### src/hw/spf_pkg.sv
/*
 spf_pkg: constants and carrier types of the framed serial port.
 assumes a 20 MHz system clock and a 32-bit classic Wishbone bus.
*/
package spf_pkg;
    // register indices; byte address is four times the index
    localparam logic [9:0] IDX_STAT = 10'h240;
    localparam logic [9:0] IDX_CON1 = 10'h242;
    localparam logic [9:0] IDX_CON2 = 10'h244;
    localparam logic [9:0] IDX_BUF = 10'h246;
    localparam logic [15:0] RST_VAL = 16'h0000;
    // status/control fields
    localparam int B_EN = 15;
    localparam int B_SIDL = 13;
    localparam int B_ROV = 6;
    localparam int B_TBF = 1;
    localparam int B_RBF = 0;
    localparam logic [15:0] STAT_WMASK = 16'ha000;
    // primary control fields
    localparam int B_CLOCK_PIN_DISABLE = 12;
    localparam int B_DATA_OUT_DISABLE = 11;
    localparam int B_WIDE = 10;
    localparam int B_SMP = 9;
    localparam int B_CKE = 8;
    localparam int B_SLAVE_SELECT_ENABLE = 7;
    localparam int B_CKP = 6;
    localparam int B_MST = 5;
    localparam int B_SPRE = 2;
    localparam int B_PPRE = 0;
    localparam logic [15:0] CON1_WMASK = 16'h1fff;
    // framing control fields
    localparam int B_FRM = 15;
    localparam int B_FSD = 14;
    localparam int B_FPOL = 13;
    localparam int B_FDLY = 1;
    localparam logic [15:0] CON2_WMASK = 16'he002;
    // shortest serial clock period in system cycles
    localparam logic [9:0] MIN_PERIOD = 10'h002;
    localparam logic [4:0] BYTE_BITS = 5'h08;
    localparam logic [4:0] WORD_BITS = 5'h10;

    typedef struct packed {
        logic sck;
        logic sdi;
        logic ss;
    } spf_pin_in_t;

    typedef struct packed {
        logic sck;
        logic sck_oe;
        logic sdo;
        logic sdo_oe;
        logic ss;
        logic ss_oe;
    } spf_pin_out_t;

    typedef enum logic [1:0] {
        ST_IDLE,
        ST_FRAME,
        ST_SHIFT
    } spf_state_t;
endpackage

### src/hw/spf_top.sv
/*
 spf_top: framed serial port, master or slave, with Wishbone registers.
 assumes pins already resolved to in/out/enable by the surroundings,
 and idle_mode_i coming from logic on clk_i.
*/
`timescale 1ns/100ps
`default_nettype none
module spf_top
    import spf_pkg::*;
(
    input wire logic clk_i,
    input wire logic rst_i,
    input wire logic cyc_i,
    input wire logic stb_i,
    input wire logic we_i,
    input wire logic [11:0] adr_i,
    input wire logic [3:0] sel_i,
    input wire logic [31:0] dat_i,
    output logic [31:0] dat_o,
    output logic ack_o,
    input wire logic idle_mode_i,
    input wire spf_pkg::spf_pin_in_t pins_i,
    output spf_pkg::spf_pin_out_t pins_o,
    output logic xfer_done_o
);
    import spf_pkg::*;

    logic [15:0] stat_q, con1_q, con2_q, txb_q, rxb_q;
    logic tbf_q, rbf_q, rov_q, ack_q;
    logic [31:0] dat_q;
    logic [2:0] sck_sy_q, sdi_sy_q, ss_sy_q;
    spf_state_t st_q;
    logic [9:0] cnt_q;
    logic [4:0] bit_q;
    logic [15:0] tx_q, rx_q;
    logic sdo_q, sck_q, frame_q, loaded_q, fseen_q, done_q;

    // bus decode
    logic acc, wr, rd_buf, wr_buf;
    logic [9:0] idx;
    logic [15:0] wmask;
    assign idx = adr_i[11:2];
    assign acc = cyc_i & stb_i & ~ack_q;
    assign wr = acc & we_i;
    assign wr_buf = wr & (idx == IDX_BUF);
    assign rd_buf = acc & ~we_i & (idx == IDX_BUF);
    assign wmask = {{8{sel_i[1]}}, {8{sel_i[0]}}};

    // control fields
    logic en, sidl, clock_pin_disable, data_out_disable, wide, input_sample_phase, cke, slave_select_enable, clock_idle_polarity, mst;
    logic frm, fsd, fpol, fdly;
    assign en = stat_q[B_EN];
    assign sidl = stat_q[B_SIDL];
    assign clock_pin_disable = con1_q[B_CLOCK_PIN_DISABLE];
    assign data_out_disable = con1_q[B_DATA_OUT_DISABLE];
    assign wide = con1_q[B_WIDE];
    assign input_sample_phase = con1_q[B_SMP];
    assign cke = con1_q[B_CKE];
    assign slave_select_enable = con1_q[B_SLAVE_SELECT_ENABLE];
    assign clock_idle_polarity = con1_q[B_CKP];
    assign mst = con1_q[B_MST];
    assign frm = con2_q[B_FRM];
    assign fsd = con2_q[B_FSD];
    assign fpol = con2_q[B_FPOL];
    assign fdly = con2_q[B_FDLY];

    // pin synchronisers
    always_ff @(posedge clk_i)
    begin
        if (rst_i)
        begin
            sck_sy_q <= 3'h0;
            sdi_sy_q <= 3'h0;
            ss_sy_q <= 3'h7;
        end
        else
        begin
            sck_sy_q <= {sck_sy_q[1:0], pins_i.sck};
            sdi_sy_q <= {sdi_sy_q[1:0], pins_i.sdi};
            ss_sy_q <= {ss_sy_q[1:0], pins_i.ss};
        end
    end

    logic sck_s, sck_p, sdi_s, ss_s;
    assign sck_s = sck_sy_q[1];
    assign sck_p = sck_sy_q[2];
    assign sdi_s = sdi_sy_q[1];
    assign ss_s = ss_sy_q[1];

    // divider ratio: primary times secondary
    logic [9:0] pdiv, sdiv, ps, half;
    always_comb
    begin
        case (con1_q[B_PPRE +: 2])
            2'h3: pdiv = 10'h001;
            2'h2: pdiv = 10'h004;
            2'h1: pdiv = 10'h010;
            default: pdiv = 10'h040;
        endcase
        sdiv = 10'h008 - {7'h0, con1_q[B_SPRE +: 3]};
        ps = 10'((pdiv * sdiv));
        if (ps < MIN_PERIOD)
        begin
            ps = MIN_PERIOD;
        end
        half = ps >> 1;
    end

    logic halt, cke_e, fs_act, sel_ok, run;
    logic [4:0] nbits;
    logic top_tx, top_b;
    assign halt = sidl & idle_mode_i;
    assign cke_e = cke & ~frm;
    assign nbits = wide ? WORD_BITS : BYTE_BITS;
    assign top_tx = wide ? tx_q[15] : tx_q[7];
    assign top_b = wide ? txb_q[15] : txb_q[7];
    assign fs_act = (ss_s == fpol);
    assign sel_ok = ~slave_select_enable | frm | ~ss_s;
    assign run = (st_q == ST_SHIFT);

    // clock events
    logic lead, trail, last, chg, mid, endv, samp, done, go, sload;
    logic [15:0] rx_nx;
    always_comb
    begin
        if (mst)
        begin
            lead = run & (cnt_q == 10'h000);
            trail = run & (cnt_q == half);
            last = run & (cnt_q == ps - 10'h001);
        end
        else
        begin
            // slave follows the incoming clock, frozen on overflow
            lead = en & ~halt & ~rov_q & sel_ok & (sck_s != sck_p)
                & (sck_s == ~clock_idle_polarity);
            trail = en & ~halt & ~rov_q & sel_ok & (sck_s != sck_p)
                & (sck_s == clock_idle_polarity);
            last = 1'b0;
        end
        chg = cke_e ? trail : lead;
        mid = cke_e ? lead : trail;
        endv = cke_e ? trail : last;
        samp = (mst & input_sample_phase) ? endv : mid;
        if (!mst && frm && fsd && !fseen_q && !fs_act)
        begin
            samp = 1'b0;
            chg = 1'b0;
        end
        rx_nx = samp ? {rx_q[14:0], sdi_s} : rx_q;
        if (mst)
        begin
            done = last & (bit_q == nbits - 5'h01);
        end
        else
        begin
            done = samp & (bit_q == nbits - 5'h01);
        end
        go = en & mst & ~clock_pin_disable & ~halt & ~rov_q & tbf_q
            & (~frm | ~fsd | fs_act);
        sload = en & ~mst & ~halt & tbf_q & ~loaded_q
            & (bit_q == 5'h00);
    end

    // master sequencer and bit counter
    always_ff @(posedge clk_i)
    begin
        if (rst_i || !en)
        begin
            st_q <= ST_IDLE;
            cnt_q <= 10'h000;
        end
        else if (!halt)
        begin
            case (st_q)
                ST_IDLE:
                begin
                    cnt_q <= 10'h000;
                    if (go)
                    begin
                        st_q <= (frm && !fsd && !fdly) ? ST_FRAME : ST_SHIFT;
                    end
                end
                ST_FRAME:
                begin
                    cnt_q <= (cnt_q == ps - 10'h001) ? 10'h000 : cnt_q + 10'h001;
                    if (cnt_q == ps - 10'h001)
                    begin
                        st_q <= ST_SHIFT;
                    end
                end
                ST_SHIFT:
                begin
                    cnt_q <= last ? 10'h000 : cnt_q + 10'h001;
                    if (done || !mst || clock_pin_disable)
                    begin
                        st_q <= ST_IDLE;
                    end
                end
                default: st_q <= ST_IDLE;
            endcase
        end
    end

    always_ff @(posedge clk_i)
    begin
        if (rst_i || !en || (!mst && !sel_ok))
        begin
            bit_q <= 5'h00;
        end
        else if (done)
        begin
            bit_q <= 5'h00;
        end
        else if (mst ? last : samp)
        begin
            bit_q <= bit_q + 5'h01;
        end
    end

    // shifters and serial output
    logic load;
    assign load = (st_q == ST_IDLE && go && !halt) | sload;
    always_ff @(posedge clk_i)
    begin
        if (rst_i)
        begin
            tx_q <= RST_VAL;
            rx_q <= RST_VAL;
            sdo_q <= 1'b0;
        end
        else
        begin
            rx_q <= done ? RST_VAL : rx_nx;
            if (load)
            begin
                tx_q <= cke_e ? (txb_q << 1) : txb_q;
                if (cke_e)
                begin
                    sdo_q <= top_b;
                end
            end
            else if (chg)
            begin
                sdo_q <= top_tx;
                tx_q <= tx_q << 1;
            end
        end
    end

    always_ff @(posedge clk_i)
    begin
        if (rst_i || !en)
        begin
            loaded_q <= 1'b0;
            fseen_q <= 1'b0;
        end
        else
        begin
            loaded_q <= done ? 1'b0 : (loaded_q | sload);
            fseen_q <= done ? 1'b0 : (fseen_q | (fs_act & fsd & frm));
        end
    end

    // clock and frame pulse outputs
    always_ff @(posedge clk_i)
    begin
        if (rst_i)
        begin
            sck_q <= 1'b0;
            frame_q <= 1'b0;
        end
        else
        begin
            sck_q <= clock_idle_polarity ^ (run & mst & (cnt_q < half));
            if (mst)
            begin
                frame_q <= (st_q == ST_FRAME) | (run & fdly & (bit_q == 5'h00));
            end
            else
            begin
                frame_q <= (loaded_q | sload) & (bit_q == 5'h00);
            end
        end
    end

    always_comb
    begin
        pins_o.sck = sck_q;
        pins_o.sck_oe = en & mst & ~clock_pin_disable;
        pins_o.sdo = sdo_q;
        pins_o.sdo_oe = en & ~data_out_disable & (mst | sel_ok);
        pins_o.ss = frame_q ? fpol : ~fpol;
        pins_o.ss_oe = en & frm & ~fsd;
    end

    // flags
    always_ff @(posedge clk_i)
    begin
        if (rst_i)
        begin
            tbf_q <= 1'b0;
            rbf_q <= 1'b0;
            rov_q <= 1'b0;
            rxb_q <= RST_VAL;
            done_q <= 1'b0;
        end
        else
        begin
            tbf_q <= wr_buf | (tbf_q & ~load);
            done_q <= done;
            if (done && rbf_q && !rd_buf)
            begin
                rov_q <= 1'b1;
                rbf_q <= 1'b1;
            end
            else
            begin
                if (wr && idx == IDX_STAT && sel_i[0] && !dat_i[B_ROV])
                begin
                    rov_q <= 1'b0;
                end
                if (done)
                begin
                    rbf_q <= 1'b1;
                    rxb_q <= wide ? rx_nx : {8'h00, rx_nx[7:0]};
                end
                else if (rd_buf)
                begin
                    rbf_q <= 1'b0;
                end
            end
        end
    end
    assign xfer_done_o = done_q;

    // register writes
    always_ff @(posedge clk_i)
    begin
        if (rst_i)
        begin
            stat_q <= RST_VAL;
            con1_q <= RST_VAL;
            con2_q <= RST_VAL;
            txb_q <= RST_VAL;
        end
        else if (wr)
        begin
            case (idx)
                IDX_STAT: stat_q <= (stat_q & ~(wmask & STAT_WMASK))
                    | (dat_i[15:0] & wmask & STAT_WMASK);
                IDX_CON1: con1_q <= (con1_q & ~(wmask & CON1_WMASK))
                    | (dat_i[15:0] & wmask & CON1_WMASK);
                IDX_CON2: con2_q <= (con2_q & ~(wmask & CON2_WMASK))
                    | (dat_i[15:0] & wmask & CON2_WMASK);
                IDX_BUF: txb_q <= (txb_q & ~wmask) | (dat_i[15:0] & wmask);
                default: txb_q <= txb_q;
            endcase
        end
    end

    // register reads and ack
    logic [15:0] rd;
    always_comb
    begin
        case (idx)
            IDX_STAT:
            begin
                rd = stat_q;
                rd[B_ROV] = rov_q;
                rd[B_TBF] = tbf_q;
                rd[B_RBF] = rbf_q;
            end
            IDX_CON1: rd = con1_q;
            IDX_CON2: rd = con2_q;
            IDX_BUF: rd = rxb_q;
            default: rd = RST_VAL;
        endcase
    end

    always_ff @(posedge clk_i)
    begin
        if (rst_i)
        begin
            ack_q <= 1'b0;
            dat_q <= 32'h0;
        end
        else
        begin
            ack_q <= acc;
            dat_q <= (acc && !we_i) ? {16'h0000, rd} : 32'h0;
        end
    end
    assign ack_o = ack_q;
    assign dat_o = dat_q;
endmodule
`default_nettype wire

### config.mk
export PLATFORM = sky130hd
export DESIGN_NAME = spf_top
export DESIGN_NICKNAME = d
export VERILOG_FILES = /design/src/hw/spf_pkg.sv /design/src/hw/spf_top.sv
export SDC_FILE = /design/constraint.sdc
export NUM_CORES = 1
export LEC_CHECK = 0
export BUFFER_PORTS_ARGS = -buffer_cell sky130_fd_sc_hd__buf_2
export CAP_MARGIN = 5
export CELL_PAD_IN_SITES_DETAIL_PLACEMENT = 1
export CELL_PAD_IN_SITES_GLOBAL_PLACEMENT = 1
export CORE_ASPECT_RATIO = 2
export CORE_UTILIZATION = 45
export DETAILED_ROUTE_END_ITERATION = 6
export GPL_ROUTABILITY_DRIVEN = 0
export PLACE_DENSITY_LB_ADDON = 0.1
export SLEW_MARGIN = 20
export SYNTH_ARGS = -nofsm -noshare
export SYNTH_HDL_FRONTEND = slang
export SYNTH_SLANG_ARGS = --single-unit
### constraint.sdc
create_clock -name clk_i -period 9.6 [get_ports clk_i]
set_input_delay 1.44 -clock clk_i [delete_from_list [all_inputs] [get_ports clk_i]]
set_output_delay 1.44 -clock clk_i [all_outputs]
set_load 0.005 [all_outputs]
==> qor.yml <==
timing:
  period_minus_slack_ns: 7.169
  tightest_slew_ns: 1.045
  finClkSkew_ns: 0.008029
  fin_crit_sh_pct: 74.67
  fmax_ghz: 0.1395
  slew_headroom_pct: 30.30
  final-max-slew-violation-count: 0
  setup_tns_ns: 0
  setup_violations: 0
  hold_viol: 0
  grt_setup_unrepaired: "false"
outcome:
  status: "complete, no violations"
worst_setup_path:
  end_kind: "flop"
  critPathMaxFanout: 16
  arrival_ns: 7.43
  crit_type: "flop to flop"
  worstSetupStartpointType: "flop"
  r2r_cells: 24
  crit_path_frequent_cell: "ha_1"
  required_ns: 9.86
  max_stage_delay_ns: 0.67
  path_cells: "inv_1, ha_1, and2_1, ha_1, inv_1, fa_1, inv_1, ha_1, a21o_1, a221oi_2, nand4_1, a31oi_1, or2_2, ha_1, nor3b_1, nor3b_1, and3b_1, o22ai_1, mux2_2, a211oi_4, nand4_4, o31a_1, mux2i_1, a221oi_1"
  crit_slowest_cell: "o31a_1"
global_routing:
  grt_pass1_vias: 6179
  grt_first_pass_wirelength_mm: 31.94
  track_usage_pct: 25.94
  grt_max_degree: 80
  antenna_found_initial: 0
  grt_overflow: 0
detailed_routing:
  vias: 5842
  remaining_drc_errors: 0
  routed_wl_mm: 20.11
  wire_per_inst_um: 19.36
  drtAntennaViolNets: 0
  drt_iter0_drc: 175
  avgViaCountPerCell: 5.623
  drt_pre_antenna_iters: 4
final_layout:
  areaGrowthSynthToFinish_pct: 13.60
  fin_nets: 915
  drive_gt1_share_pct: 14.27
  finalNonFillerCells: 1039
  n_antenna_cell: 0
clock_network:
  cts-root-buf: "clkbuf_16"
  cts_resized: 0
  clk_latency_ns: 0.43
  htreeDepth: 4
  hold_buffers: 0
  clock_sinks: 133
  clock_path_buffers: 2
  path_clk_slew_ns: 0.06
  cts_tree: "built"
  cts_buffers: 17
  cts_post_setup_buffers_inserted: 0
power:
  leakagePower_nw: 3.433
  p_per_area_mw_per_mm2: 154.3
  ir_worst_vdd_mv: 0.1206
synthesis:
  seq_area_frac_synth_pct: 37.84
  synth_warnings: 0
  synthCells: 783
  dominantRegCellSynth: "dfxtp_1"
  synthArstFlopShare_pct: 0
  synth_edf_count: 0
  synthDistinctLibCells: 71
  ys_ff_latch: 133
  synth_area_mm2: 0.007035
  avgSynthCellArea_um2: 8.985
floorplan:
  rows: 64
  floorplan.io_pins: 97
  die-area_mm2: 0.01617
  coreArea_mm2: 0.01529
  initial_utilization_pct: 46.00
  die_x_um: 90.42
  die-height_um: 178.8
place:
  hpwl_mm: 15.17
  dp_cells: 1007
  numPortBuffers: 60
job:
  drv_cap: 0
worst_hold_path:
  min_from: "ss_sy_q[0]$_SDFF_PP1_"
  min_path_type: "flop to flop"
  worstHoldPathCells: 1
-- final cells by class --
cell class                 count  area [um2]
clock inverter                13       147.6
clock buffer                  19       442.9
multi-input combinational    569        3993
timing repair buffer          66       345.3
fill                        1793        7302
sequential                   133        2663
tap                          198       247.7
inverter                      41       153.9
-- where the power goes --
group	leakage, nW	total [W]	internal (W)	switching [W]
combinational	2.08	0.0000285	0.00000958	0.0000189
sequential	1.07	0.000554	0.000553	0.000000670
clock	0.277	0.000650	0.000392	0.000258
-- per-layer routing --
metal  share of wire [%]  vias up  GRT usage [%]
met2                  57      106          50.89
met5                   0        -              0
met3                 2.8       53          5.344
met4                 5.0        0          16.20
li1                    -     2821              -
met1                  35     2862          24.01
-- cell usage after synthesis, drive strengths merged (3+ instances only) --
| cell | count | area share, % |
|---|---|---|
| o21ai | 20 | 1.4 |
| nor2 | 103 | 5.5 |
| and2 | 9 | 0.80 |
| nor3 | 9 | 0.64 |
| a21o | 7 | 0.75 |
| inv | 41 | 2.2 |
| nor4 | 8 | 0.80 |
| nor3b | 7 | 0.75 |
| nand4 | 7 | 0.84 |
| mux2i | 89 | 13 |
| ha | 28 | 5.0 |
| and3 | 10 | 0.89 |
| or3 | 6 | 0.60 |
| a221oi | 9 | 1.2 |
| or2 | 3 | 0.27 |
| buf | 29 | 2.8 |
| nor2b | 32 | 2.8 |
| nand3 | 17 | 1.4 |
| a31oi | 8 | 0.71 |
| clkbuf | 26 | 1.4 |
| a21oi | 18 | 1.3 |
| o2bb2ai | 8 | 1.0 |
| xor2 | 8 | 1.0 |
| nand3b | 4 | 0.43 |
| xnor2 | 14 | 1.7 |
| a2bb2oi | 3 | 0.37 |
| o21a | 5 | 0.53 |
| nand2 | 49 | 2.6 |
| dfxtp | 133 | 38 |
| a211oi | 33 | 3.8 |
-- worst max-delay path: cells and delay by family, from the launching register on --
kind	cells	cell delay, ns
buf+inv	3	0.21
mux	2	0.67
compound gates	7	2.25
fa+ha+maj	5	1.44
flops	1	0.55
simple gates	7	1.85
-- worst paths after layout --
| kind | endpoint | slack, ns |
|---|---|---|
| max | rxb_q[3]$_SDFFE_PP0P_ | 2.43 |
| min | ss_sy_q[1]$_SDFF_PP1_ | 0.42 |
| max reg2reg | rxb_q[3]$_SDFFE_PP0P_ | 2.43 |
| min reg2reg | ss_sy_q[1]$_SDFF_PP1_ | 0.42 |
-- logic make-up after synthesis --
family,Yosys count,share of synthesized area [%]
and+or+nand+nor,275,19.72
AOI/OAI and AO/OA,133,13.94
DFF,133,37.84
buffers and inverters,96,6.349
muxes,92,13.46
adders and majority gates,30,5.549
xor gates and xnor gates,23,3.077
other,1,0.05330
-- layout by cell type (no fill, tap or decap), drive strengths merged, types with 17 or more instances in the layout --
cell	instances
nor2b	32
ha	28
nor2	103
nand2	49
a211oi	33
mux2i	89
a21oi	18
clkbuf	19
buf	66
inv	45
o21ai	20
dfxtp	133
nand3	17
-- metrics by stage --
step	instance area (um2)	util [%]	hold WS [ns]	worst slack, ns	total power (W)
after floorplan	7092	-	0.3895	3.843	0.0005854
after global placement	7397	48.36	0.4089	2.909	0.0005939
after detailed placement	7397	48.36	0.4133	2.587	0.0005946
after CTS	7988	52.23	0.4253	2.504	0.001244
after global routing	7993	52.26	0.4383	2.012	0.001271
final	7993	52.26	0.4245	2.431	0.001233
No activity file was read; power rests on OpenSTA's default activity.
